===== src/fes_pkg.sv =====
// fes_pkg: constants, register map and carrier types of the fabric error
// status block.
// assumes a 32-bit AHB-Lite register bus and sixteen fabric ports.
package fes_pkg;

    localparam int          PORT_COUNT  = 16;
    localparam int          ADDR_W      = 20;
    localparam int          PERIOD_W    = 16;
    localparam int          ACK_SHIFT   = 15;
    localparam int          COUNT_W     = PERIOD_W + ACK_SHIFT;

    // register byte addresses
    localparam logic [19:0] OFF_CTRL    = 20'h1_aa10;
    localparam logic [19:0] OFF_ACK     = 20'h1_aa04;
    localparam logic [19:0] OFF_LAT     = 20'h1_aa08;
    localparam logic [19:0] OFF_OVR     = 20'h1_aa0c;

    // port p sits at data bit p; bits 31..16 are reserved
    localparam int          PORT_LSB    = 0;

    // control register fields
    localparam int          PERIOD_LSB  = 0;
    localparam int          TMR_EN_BIT  = 16;
    localparam int          INT_EN_BIT  = 17;
    localparam int          DEAD_EN_BIT = 18;

    localparam logic [15:0] PERIOD_RST  = 16'h0200;
    localparam logic        TMR_EN_RST  = 1'b1;
    localparam logic        INT_EN_RST  = 1'b0;
    localparam logic        DEAD_EN_RST = 1'b0;
    localparam logic [15:0] STATUS_RST  = 16'h0000;
    localparam logic [31:0] WORD_ZERO   = 32'h0000_0000;

    localparam logic [1:0]  HTRANS_NSEQ = 2'b10;
    localparam logic        HRESP_OKAY  = 1'b0;

    typedef enum logic [2:0] {
        BUS_IDLE = 3'b001,
        BUS_WAIT = 3'b010,
        BUS_DONE = 3'b100
    } fes_bus_state_type;

    typedef struct packed {
        logic              wr_en;
        logic [ADDR_W-1:0] addr;
        logic [31:0]       wdata;
    } fes_bus_req_type;

endpackage


===== src/fes_ack_timer.sv =====
// fes_ack_timer: acknowledge wait timer for one fabric port.
// assumes pending stays high while a request waits for its acknowledge.
`timescale 1ns/10ps
module fes_ack_timer #(
    parameter int SHIFT = fes_pkg::ACK_SHIFT
) (
    input  wire logic                          clk,
    input  wire logic                          rstn,
    input  wire logic                          pending,
    input  wire logic                          enable,
    input  wire logic [fes_pkg::PERIOD_W-1:0]  period,
    output logic                               timeout
);
    import fes_pkg::*;

    logic [COUNT_W-1:0] count;
    logic               fired;
    wire  [COUNT_W-1:0] limit   = COUNT_W'({15'h0000, period} << SHIFT);
    wire                running = pending && enable && (period != '0);
    wire                hit     = running && !fired
                                  && (count + 1'b1 == limit);

    // one pulse per waiting request; a zero period stops the timer
    always_ff @(posedge clk or negedge rstn) begin
        if (!rstn) begin
            count   <= '0;
            fired   <= 1'b0;
            timeout <= 1'b0;
        end else begin
            timeout <= hit;
            if (!running) begin
                count <= '0;
                fired <= 1'b0;
            end else if (!fired) begin
                count <= count + 1'b1;
                fired <= hit;
            end
        end
    end

endmodule


===== src/fes_ahb_slave.sv =====
// fes_ahb_slave: AHB-Lite front end, one wait state on every transfer.
// assumes single word transfers; the response is always OKAY.
`timescale 1ns/10ps
module fes_ahb_slave (
    input  wire logic                    clk,
    input  wire logic                    rstn,
    input  wire logic                    hsel,
    input  wire logic [31:0]             haddr,
    input  wire logic [1:0]              htrans,
    input  wire logic                    hwrite,
    input  wire logic [31:0]             hwdata,
    input  wire logic                    hready,
    input  wire logic [31:0]             rd_value,
    output fes_pkg::fes_bus_req_type     req,
    output logic                         hreadyout,
    output logic [31:0]                  hrdata,
    output logic                         hresp
);
    import fes_pkg::*;

    fes_bus_state_type         state;
    logic [ADDR_W-1:0]         addr;
    logic                      is_write;
    wire                       take = hsel && hready && htrans[1];
    wire                       in_wait = (state == BUS_WAIT);

    assign req.wr_en = in_wait && is_write;
    assign req.addr  = addr;
    assign req.wdata = hwdata;

    always_ff @(posedge clk or negedge rstn) begin
        if (!rstn) begin
            state     <= BUS_IDLE;
            addr      <= '0;
            is_write  <= 1'b0;
            hreadyout <= 1'b1;
            hrdata    <= WORD_ZERO;
            hresp     <= HRESP_OKAY;
        end else begin
            hresp <= HRESP_OKAY;
            case (state)
                BUS_WAIT: begin
                    hrdata    <= is_write ? WORD_ZERO : rd_value;
                    hreadyout <= 1'b1;
                    state     <= BUS_DONE;
                end
                BUS_IDLE, BUS_DONE: begin
                    if (take) begin
                        addr      <= haddr[ADDR_W-1:0];
                        is_write  <= hwrite;
                        hreadyout <= 1'b0;
                        state     <= BUS_WAIT;
                    end else begin
                        state <= BUS_IDLE;
                    end
                end
                default: begin
                    state     <= BUS_IDLE;
                    hreadyout <= 1'b1;
                end
            endcase
        end
    end

endmodule


===== src/fes_status_irq.sv =====
// fes_status_irq: per-port error-acknowledge and multicast latency status
// with fabric interrupt, summary flags and broadcast buffer controls.
// assumes port events are single-cycle pulses synchronous to clk.
//
// Register access over AHB-Lite was chosen for this implementation.
`timescale 1ns/10ps

module fes_status_irq #(
    parameter int ACK_SHIFT = fes_pkg::ACK_SHIFT
) (
    input  wire logic                            clk,
    input  wire logic                            rstn,
    input  wire logic                            hsel,
    input  wire logic [31:0]                     haddr,
    input  wire logic [1:0]                      htrans,
    input  wire logic                            hwrite,
    input  wire logic [2:0]                      hsize,
    input  wire logic [31:0]                     hwdata,
    input  wire logic                            hready,
    output logic                                 hreadyout,
    output logic [31:0]                          hrdata,
    output logic                                 hresp,
    input  wire logic [fes_pkg::PORT_COUNT-1:0]  ack_pending,
    input  wire logic [fes_pkg::PORT_COUNT-1:0]  latency_expired,
    output logic                                 fabric_irq,
    output logic                                 error_ack_summary,
    output logic                                 multicast_latency_summary,
    output logic [fes_pkg::PORT_COUNT-1:0]       multicast_block,
    output logic [fes_pkg::PORT_COUNT-1:0]       broadcast_purge
);
    import fes_pkg::*;

    function automatic logic reg_hit(input logic [ADDR_W-1:0] a,
                                     input logic [ADDR_W-1:0] off);
        reg_hit = (a[ADDR_W-1:2] == off[ADDR_W-1:2]);
    endfunction

    fes_bus_req_type          req;
    logic [31:0]              rd_value;

    logic [PERIOD_W-1:0]      error_ack_timeout_period;
    logic                     error_ack_timer_enable;
    logic                     error_ack_interrupt_enable;
    logic                     auto_dead_port_enable;
    logic [PORT_COUNT-1:0]    fabric_error_ack_status;
    logic [PORT_COUNT-1:0]    multicast_latency_error;
    logic [PORT_COUNT-1:0]    timeout_event;

    // hsize is fixed at a word on this bus; it is not decoded
    fes_ahb_slave u_bus (
        .clk       (clk),
        .rstn      (rstn),
        .hsel      (hsel),
        .haddr     (haddr),
        .htrans    (htrans),
        .hwrite    (hwrite),
        .hwdata    (hwdata),
        .hready    (hready),
        .rd_value  (rd_value),
        .req       (req),
        .hreadyout (hreadyout),
        .hrdata    (hrdata),
        .hresp     (hresp)
    );

    // one wait timer per port
    genvar p;
    generate
        for (p = 0; p < PORT_COUNT; p++) begin : g_timer
            fes_ack_timer #(.SHIFT(ACK_SHIFT)) u_timer (
                .clk     (clk),
                .rstn    (rstn),
                .pending (ack_pending[p]),
                .enable  (error_ack_timer_enable),
                .period  (error_ack_timeout_period),
                .timeout (timeout_event[p])
            );
        end
    endgenerate

    // register decode
    wire                  wr_ctrl = req.wr_en && reg_hit(req.addr, OFF_CTRL);
    wire                  wr_ack  = req.wr_en && reg_hit(req.addr, OFF_ACK);
    wire                  wr_lat  = req.wr_en && reg_hit(req.addr, OFF_LAT);
    wire                  wr_ovr  = req.wr_en && reg_hit(req.addr, OFF_OVR);
    wire [PORT_COUNT-1:0] wr_bits = req.wdata[PORT_LSB +: PORT_COUNT];

    wire [PORT_COUNT-1:0] ack_clear = wr_ack ? wr_bits : '0;
    wire [PORT_COUNT-1:0] lat_clear = wr_lat ? wr_bits : '0;
    wire [PORT_COUNT-1:0] ovr_set   = wr_ovr ? wr_bits : '0;

    // set terms come after the clear so an event is never lost
    wire [PORT_COUNT-1:0] next_ack_status =
        (fabric_error_ack_status & ~ack_clear) | timeout_event;
    wire [PORT_COUNT-1:0] next_latency_error =
        (multicast_latency_error & ~lat_clear)
        | latency_expired | ovr_set;

    wire [31:0] ctrl_word = {13'h0000,
                             auto_dead_port_enable,
                             error_ack_interrupt_enable,
                             error_ack_timer_enable,
                             error_ack_timeout_period};

    // unmapped addresses read zero; reserved upper half reads zero
    assign rd_value =
        reg_hit(req.addr, OFF_CTRL) ? ctrl_word :
        reg_hit(req.addr, OFF_ACK)  ? {16'h0000, fabric_error_ack_status} :
        reg_hit(req.addr, OFF_LAT)  ? {16'h0000, multicast_latency_error} :
        WORD_ZERO;

    always_ff @(posedge clk or negedge rstn) begin
        if (!rstn) begin
            error_ack_timeout_period   <= PERIOD_RST;
            error_ack_timer_enable     <= TMR_EN_RST;
            error_ack_interrupt_enable <= INT_EN_RST;
            auto_dead_port_enable      <= DEAD_EN_RST;
        end else if (wr_ctrl) begin
            error_ack_timeout_period   <= req.wdata[PERIOD_LSB +: PERIOD_W];
            error_ack_timer_enable     <= req.wdata[TMR_EN_BIT];
            error_ack_interrupt_enable <= req.wdata[INT_EN_BIT];
            auto_dead_port_enable      <= req.wdata[DEAD_EN_BIT];
        end
    end

    always_ff @(posedge clk or negedge rstn) begin
        if (!rstn) begin
            fabric_error_ack_status <= STATUS_RST;
            multicast_latency_error <= STATUS_RST;
        end else begin
            fabric_error_ack_status <= next_ack_status;
            multicast_latency_error <= next_latency_error;
        end
    end

    // outputs other than broadcast_purge follow the next state so they move with the status bits
    always_ff @(posedge clk or negedge rstn) begin
        if (!rstn) begin
            fabric_irq                <= 1'b0;
            error_ack_summary         <= 1'b0;
            multicast_latency_summary <= 1'b0;
            multicast_block           <= '0;
            broadcast_purge           <= '0;
        end else begin
            fabric_irq        <= error_ack_interrupt_enable
                                 && (|next_ack_status);
            error_ack_summary <= |next_ack_status;
            multicast_latency_summary <= |next_latency_error;
            multicast_block   <= next_latency_error
                                 & {PORT_COUNT{auto_dead_port_enable}};
            // the buffer keeps a packet already on the wire
            broadcast_purge   <= ovr_set;
        end
    end
endmodule


===== config.mk =====
export PLATFORM = sky130hd
export DESIGN_NAME = fes_status_irq
export DESIGN_NICKNAME = d
export VERILOG_FILES = /design/src/fes_pkg.sv /design/src/fes_ack_timer.sv /design/src/fes_ahb_slave.sv /design/src/fes_status_irq.sv
export SDC_FILE = /design/constraint.sdc
export NUM_CORES = 2
export LEC_CHECK = 0
export BUFFER_PORTS_ARGS = -buffer_cell sky130_fd_sc_hd__buf_2
export CAP_MARGIN = 10
export CORE_MARGIN = 5
export CORE_UTILIZATION = 60
export CTS_BUF_LIST = sky130_fd_sc_hd__clkbuf_8
export DETAILED_ROUTE_END_ITERATION = 6
export MAX_ROUTING_LAYER = met4
export PLACE_DENSITY_LB_ADDON = 0.3
export SYNTH_ARGS = -nofsm -noshare
export SYNTH_HDL_FRONTEND = slang
export SYNTH_SLANG_ARGS = --single-unit

===== constraint.sdc =====
create_clock -name clk -period 6.7 [get_ports clk]
set_input_delay 1.005 -clock clk [delete_from_list [all_inputs] [get_ports clk]]
set_output_delay 1.005 -clock clk [all_outputs]
set_load 0.005 [all_outputs]

* Word level (Yosys, flattened, before mapping)
Cells that the tools add are included.
** Storage, ports and cells
- Word-level logic and storage cells :: 296
- Output and inout bits :: 69
- Flip-flop bits (word level) :: 671
- Bits of input ports :: 106
** Operators by class
- Bitwise operators :: 8
- Equal/unequal tests :: 40
- Multiplexer cells :: 75
- Reduce and logical (&&, ||, !) cells :: 93
- Add/subtract/negate cells :: 16
** Operators by type and width (count)
- 31-bit two-way mux :: 32
- 31-bit by 1-bit adder with 31-bit output (second input constant) :: 16
- 31-bit == test :: 16
- 16-bit two-way mux :: 5
- 18-bit by 15-bit == test with 1-bit output (second input constant) :: 4
- 1-bit logical AND :: 72
- 16-bit bitwise AND :: 3
- 16-bit bitwise OR :: 3
- 19-bit two-way mux :: 2
- 1-bit two-way mux :: 34
- 2-bit inequality test (second input constant) :: 16
- 16-bit inverter :: 2
- 16-bit OR reduction :: 2
- 1-bit zero test :: 16
- 16-bit nonzero test :: 1
- 3-bit case mux with 2 select lines :: 1
- 3-bit by 1-bit == test with 1-bit output (second input constant) :: 1
- 3-bit by 2-bit == test with 1-bit output (second input constant) :: 1
- 3-bit == test (second input constant) :: 1
- 2-bit two-way mux :: 1
- 2-bit by 1-bit inequality test with 1-bit output (second input constant) :: 1
- 2-bit AND reduction :: 1
- 2-bit OR reduction :: 1

* Logic depth before layout (Yosys ltp)
- Word-level depth :: 9
- Depth in mapped cells :: 12
- Gate-level depth less buffers :: 9

* Hierarchy
A second synthesis with hierarchy kept.
** Unflattened totals
- Cell total of the unflattened synthesis :: 4898
- Area, all modules :: 42903.6 um^2
** By module, submodules not included
- fes_ack_timer :: area an instance 2293.4 um^2, times used 16, cells an instance 272, seq. area each 825.8 um^2
- fes_status_irq :: area an instance 3712.3 um^2, times used 1, cells an instance 317, seq. area each 2154.6 um^2
- fes_ahb_slave :: area an instance 2496.1 um^2, times used 1, cells an instance 229, seq. area each 1428.9 um^2

* Worst setup path after synthesis
Ideal clock, no wire load.
- Kind :: reg2reg
- Start point :: register u_bus.addr[17]
- End point :: register error_ack_summary
- Arrival time :: 2684 ps
- Setup slack :: 3885 ps
- Stages on the path, launching flop included :: 10
- Data required time :: 6569 ps
- Path through :: dfrtp_1 -> nor4b_1 -> and4_1 -> and4_1 -> buf_4 -> nand2_1 -> a21o_1 -> or4_1 -> or4b_1 -> or3_1
** Between the ends
- Word-level cells in the longest chain between the ends :: 7
** Ends and longest elaborated chain
- start: declaration :: RTL line fes_ahb_slave.sv:22 : logic [ADDR_W-1:0] addr;
- start signal: assignment :: RTL line fes_ahb_slave.sv:49 : addr <= haddr[ADDR_W-1:0];
- 18-bit by 15-bit == test with 1-bit output :: RTL line fes_status_irq.sv:35 : reg_hit = (a[ADDR_W-1:2] == off[ADDR_W-1:2]);
- 1-bit logical AND :: RTL line fes_status_irq.sv:83 : wire wr_ack = req.wr_en && reg_hit(req.addr, OFF_ACK);
- 16-bit two-way mux :: RTL line fes_status_irq.sv:88 : wire [PORT_COUNT-1:0] ack_clear = wr_ack ? wr_bits : '0;
- 16-bit inverter :: RTL line fes_status_irq.sv:94 : (fabric_error_ack_status & ~ack_clear) | timeout_event;
- 16-bit bitwise AND :: RTL line fes_status_irq.sv:94
- 16-bit bitwise OR :: RTL line fes_status_irq.sv:94
- net next_ack_status[6] :: RTL line fes_status_irq.sv:93 : wire [PORT_COUNT-1:0] next_ack_status =
- 16-bit OR reduction :: RTL line fes_status_irq.sv:147 : error_ack_summary <= |next_ack_status;
- end signal: assignment :: RTL line fes_status_irq.sv:147
- end: declaration :: RTL line fes_status_irq.sv:26 : output logic error_ack_summary,
The timed path passes the listed nets, and every way through them passes these cells.
A chain may end at the register's enable or synchronous reset.

* Worst setup path in the final report
- Start point :: register u_bus.addr[17]
- End point :: register multicast_latency_summary
** Between the ends
- Word-level cells in the longest chain between the ends :: 8
- Elaborated cells on any way between the ends :: 11
** Ends and longest elaborated chain
- 18-bit by 15-bit == test with 1-bit output :: RTL line fes_status_irq.sv:35
- 1-bit logical AND :: RTL line fes_status_irq.sv:84 : wire wr_lat = req.wr_en && reg_hit(req.addr, OFF_LAT);
- 16-bit two-way mux :: RTL line fes_status_irq.sv:89 : wire [PORT_COUNT-1:0] lat_clear = wr_lat ? wr_bits : '0;
- 16-bit inverter :: RTL line fes_status_irq.sv:96 : (multicast_latency_error & ~lat_clear)
- 16-bit bitwise AND :: RTL line fes_status_irq.sv:96
- 16-bit bitwise OR :: RTL line fes_status_irq.sv:97 : | latency_expired | ovr_set;
- 16-bit bitwise OR (*) :: RTL line fes_status_irq.sv:97
- net next_latency_error[3] :: RTL line fes_status_irq.sv:95 : wire [PORT_COUNT-1:0] next_latency_error =
- 16-bit OR reduction (*) :: RTL line fes_status_irq.sv:148 : multicast_latency_summary <= |next_latency_error;
- end signal: assignment :: RTL line fes_status_irq.sv:148
- end: declaration :: RTL line fes_status_irq.sv:27 : output logic multicast_latency_summary,
Mark *: on every way through the listed nets, which the timed path passes. The rest lies on a longest branch.

==> impl_metrics.py <==
metrics = {
    "power": {
        "p_per_area_nw_per_um2": 188,
        "power_frac_clock_pct": 45.4,
        "p_seq_share_pct": 48.3,
        "power_frac_comb_pct": 6.2,
        "sw_frac_of_total_pct": 25.5,
        "switchingPower_mw": 2.15,
        "p_leak_nw": 17.6,
        "ir_drop_uv": 157,
        "p_int_mw": 6.26,
    },
    "logic_synthesis": {
        "synth_seq_cells": 656,
        "yosys_warnings": 0,
        "synthFlopType": "dfrtp_1",
        "syn-instance-count": 4834,
        "netlist.top_cell.by_area": "dfrtp_1",
        "synth_edf_count": 0,
        "syn_area_per_cell_um2": 8.60,
        "yosys.cell_types.count": 84,
        "synthArstFlopShare_pct": 100,
        "syn_area_um2": 41600,
        "ys_seq_area_share_pct": 39.5,
        "netlist_top_cells_area": "dfrtp_1 39%, xnor2_1 10%, xor2_1 7.8%",
        "synth_top_area_share_pct": 39.3,
    },
    "setup_path": {
        "startpoint_type": "flip-flop",
        "cpPeakStageDelay_ns": 0.99,
        "cp_top_family": "simple AND/OR/NAND/NOR gates",
        "rr_startpoint": "u_bus.addr[17]$_DFFE_PN0P_",
        "worstPathMaxFanout": 17,
        "worst-path-buf-inv": 0,
        "r2r_slack_ns": 2.11,
        "critical_path_depth": 8,
        "crit_slowest_cell": "nor4_1",
        "timing_worst_setup_path_type": "reg2reg",
        "cp.arrival_ns": 5.19,
        "r2r_cells": 8,
        "endpoint_kind": "flip-flop",
        "reg2reg_to": "multicast_latency_summary$_DFF_PN0_",
        "worstPathCellList": "nor4b_1 -> and4_1 -> and4b_1 -> and3_1 -> nand2_1 -> a211o_1 -> nor4_1 -> nand4_1",
        "cp.required_ns": 7.30,
    },
    "drt": {
        "via_per_inst": 6.10,
        "dr.pass1.iters": 7,
        "drc": 2,
        "wl_per_cell_um": 18.6,
        "vias": 35486,
        "drtAntennaViolNets": 0,
        "routed_wirelength_mm": 108,
        "drt_iter0_markers": 3620,
    },
    "die": {
        "die_area_um2": 74600,
        "dieHeight_um": 273,
        "chipWidth_um": 273,
        "core-area_um2": 68700,
        "initial_core_util_pct": 60.5,
        "ios": 175,
        "num_rows": 96,
    },
    "clock_tree": {
        "postCtsResizedCells": 0,
        "postCtsSetupRepairBufs": 0,
        "hold_buffers": 0,
        "cts_max_level": 3,
        "cts_tree": "yes",
        "cts.clk_slew.worst_paths_ns": 0.06,
        "cts_sinks": 656,
        "cts_root_buffer": "clkbuf_8",
        "numCtsBuffers": 110,
        "clkLatencyLatePin_ns": 0.77,
        "clock_path_buffers": 3,
    },
    "place": {
        "dp_hpwl_mm": 71.1,
        "numPortBuffers": 129,
        "gp_congestion": 0.934,
        "placed_cells": 5612,
    },
    "timing": {
        "finalSetupTns_ns": 0,
        "holdWs_ns": 0.248,
        "min_period_ns": 4.59,
        "hold_violations": 0,
        "finalSetupViolCount": 0,
        "fmax_mhz": 218,
        "timing.final.crit_share_pct": 68.6,
        "rsz0062_at_grt": "false",
        "skew_ns": 0.0627,
        "slew_violations": 0,
        "worst_slew_pin_slew_ns": 1.15,
        "slew_headroom_pct": 23.0,
    },
    "layout": {
        "area.growth.synth_to_final_pct": 7.82,
        "layout_commonest_cell": "nor2_1",
        "largest_register": "g_timer.u_timer.count",
        "fin_nets": 4915,
        "fin_cells": 5817,
        "largest_reg_flops": 496,
        "final_cell_mix": "735 x nor2_1, 637 x dfrtp_1, 479 x xnor2_1",
        "drive_gt1_share_pct": 9.17,
        "largest_registers": "g_timer.u_timer.count (496), u_bus.hrdata (19), u_bus.addr (18)",
    },
    "outcome": {
        "status": "finished, violations left",
        "violations": "design-rule violations",
    },
    "grt": {
        "grt_pass1_vias": 33487,
        "grt_pass1_wl_mm": 176,
        "overflow": 0,
        "track_usage_pct": 29.3,
        "antenna_found_initial": 4,
        "grt_max_degree": 160,
    },
    "hold_path": {
        "holdCritPathClass": "in2async",
    },
    "run": {
        "drv_cap": 0,
    },
}
## worst max-delay path by stage
stage | to | slack, ns | from
2_1_floorplan | error_ack_summary$_DFF_PN0_ | 3.88 | u_bus.addr[17]$_DFFE_PN0P_
3_3_place_gp | multicast_latency_summary$_DFF_PN0_ | 2.15 | u_bus.addr[17]$_DFFE_PN0P_
3_5_place_dp | multicast_latency_summary$_DFF_PN0_ | 2.07 | u_bus.addr[17]$_DFFE_PN0P_
4_1_cts | multicast_latency_summary$_DFF_PN0_ | 2.07 | u_bus.addr[17]$_DFFE_PN0P_
5_1_grt | multicast_latency_summary$_DFF_PN0_ | 1.98 | u_bus.addr[17]$_DFFE_PN0P_
6_report | multicast_latency_summary$_DFF_PN0_ | 2.11 | u_bus.addr[17]$_DFFE_PN0P_
## final cells by class
type / instances / area [um^2]
Antenna cell: 3 / 7.51
Clock buffer: 142 / 1950
Clock inverter: 60 / 428
Fill cell: 5725 / 23900
Inverter: 43 / 163
Multi-Input combinational cell: 3822 / 23700
Sequential cell: 656 / 16400
Tap cell: 931 / 1160
Timing Repair Buffer: 160 / 926
## cell usage after synthesis, drive strengths merged, types with 12 or more instances
cell	count
nor2	735
dfrtp	652
xnor2	479
nand2	419
xor2	372
nand3	295
clkbuf	247
nand4	170
nor3	167
nor4	113
o21ai	107
and3	97
a21oi	92
buf	79
and2	77
or3	64
and4	58
mux2	52
inv	41
nor2b	38
a31oi	37
mux2i	36
or4	29
a21o	27
nand2b	25
a211o	24
a211oi	20
nand3b	18
o211ai	18
a222oi	16
ha	16
or2	16
o22ai	15
nor3b	14
nor4b	14
o31ai	13
nand4b	12
## stage by stage
step                      setup slack (ns)  utilization (%)  total power, mW  cell area (um^2)
final                                 2.11             65.2             8.41             44800
after detailed placement              2.07             61.7             4.65             42400
after global routing                  1.98             65.2             8.71             44800
after floorplan                       3.88                -             4.41             41600
after global placement                2.15             61.7             4.64             42400
after CTS                             2.07             65.2             8.47             44800
## kinds of logic (layout without fill, tap and decap cells)
| kind of cell | Yosys count | count (layout) | share of synthesized area, % |
|---|---|---|---|
| AND/OR/NAND/NOR | 2376 | 2376 | 28.4 |
| flip-flops | 656 | 656 | 39.5 |
| buffers and inverters | 369 | 405 | 3.55 |
| adder cells (fa/ha/maj) | 16 | 16 | 0.482 |
| multiplexers | 89 | 89 | 2.33 |
| AO/OA/AOI/OAI | 476 | 476 | 7.78 |
| XOR/XNOR | 851 | 851 | 17.9 |
| other | 1 | 17 | 0.00902 |
## power by group through the flow
stage,clock (mW),combinational [mW],sequential [mW]
global placement,0,0.514,4.13
finish,3.82,0.523,4.06
global route,4.07,0.573,4.07
detailed placement,0,0.523,4.13
CTS,3.89,0.525,4.06
floorplan,0,0.297,4.11
## layer usage
metal / global-route usage (%) / wire length, um / vias up / share of wire [%]
met4: 9.49 / 3860 / 0 / 3.6
met1: 40.5 / 47800 / 17244 / 44
li1: - / - / 16714 / -
met5: - / 0 / - / 0
met3: 5.38 / 8420 / 272 / 7.8
met2: 44.3 / 47800 / 1256 / 44
## worst register-to-register path, cell delays in order (launching register included)
cell	delay [ns]
dfrtp_1	0.38
nor4b_1	0.51
and4_1	0.36
and4b_1	0.66
and3_1	0.82
nand2_1	0.12
a211o_1	0.43
nor4_1	0.99
nand4_1	0.16
No activity file was read; power rests on OpenSTA's default activity.
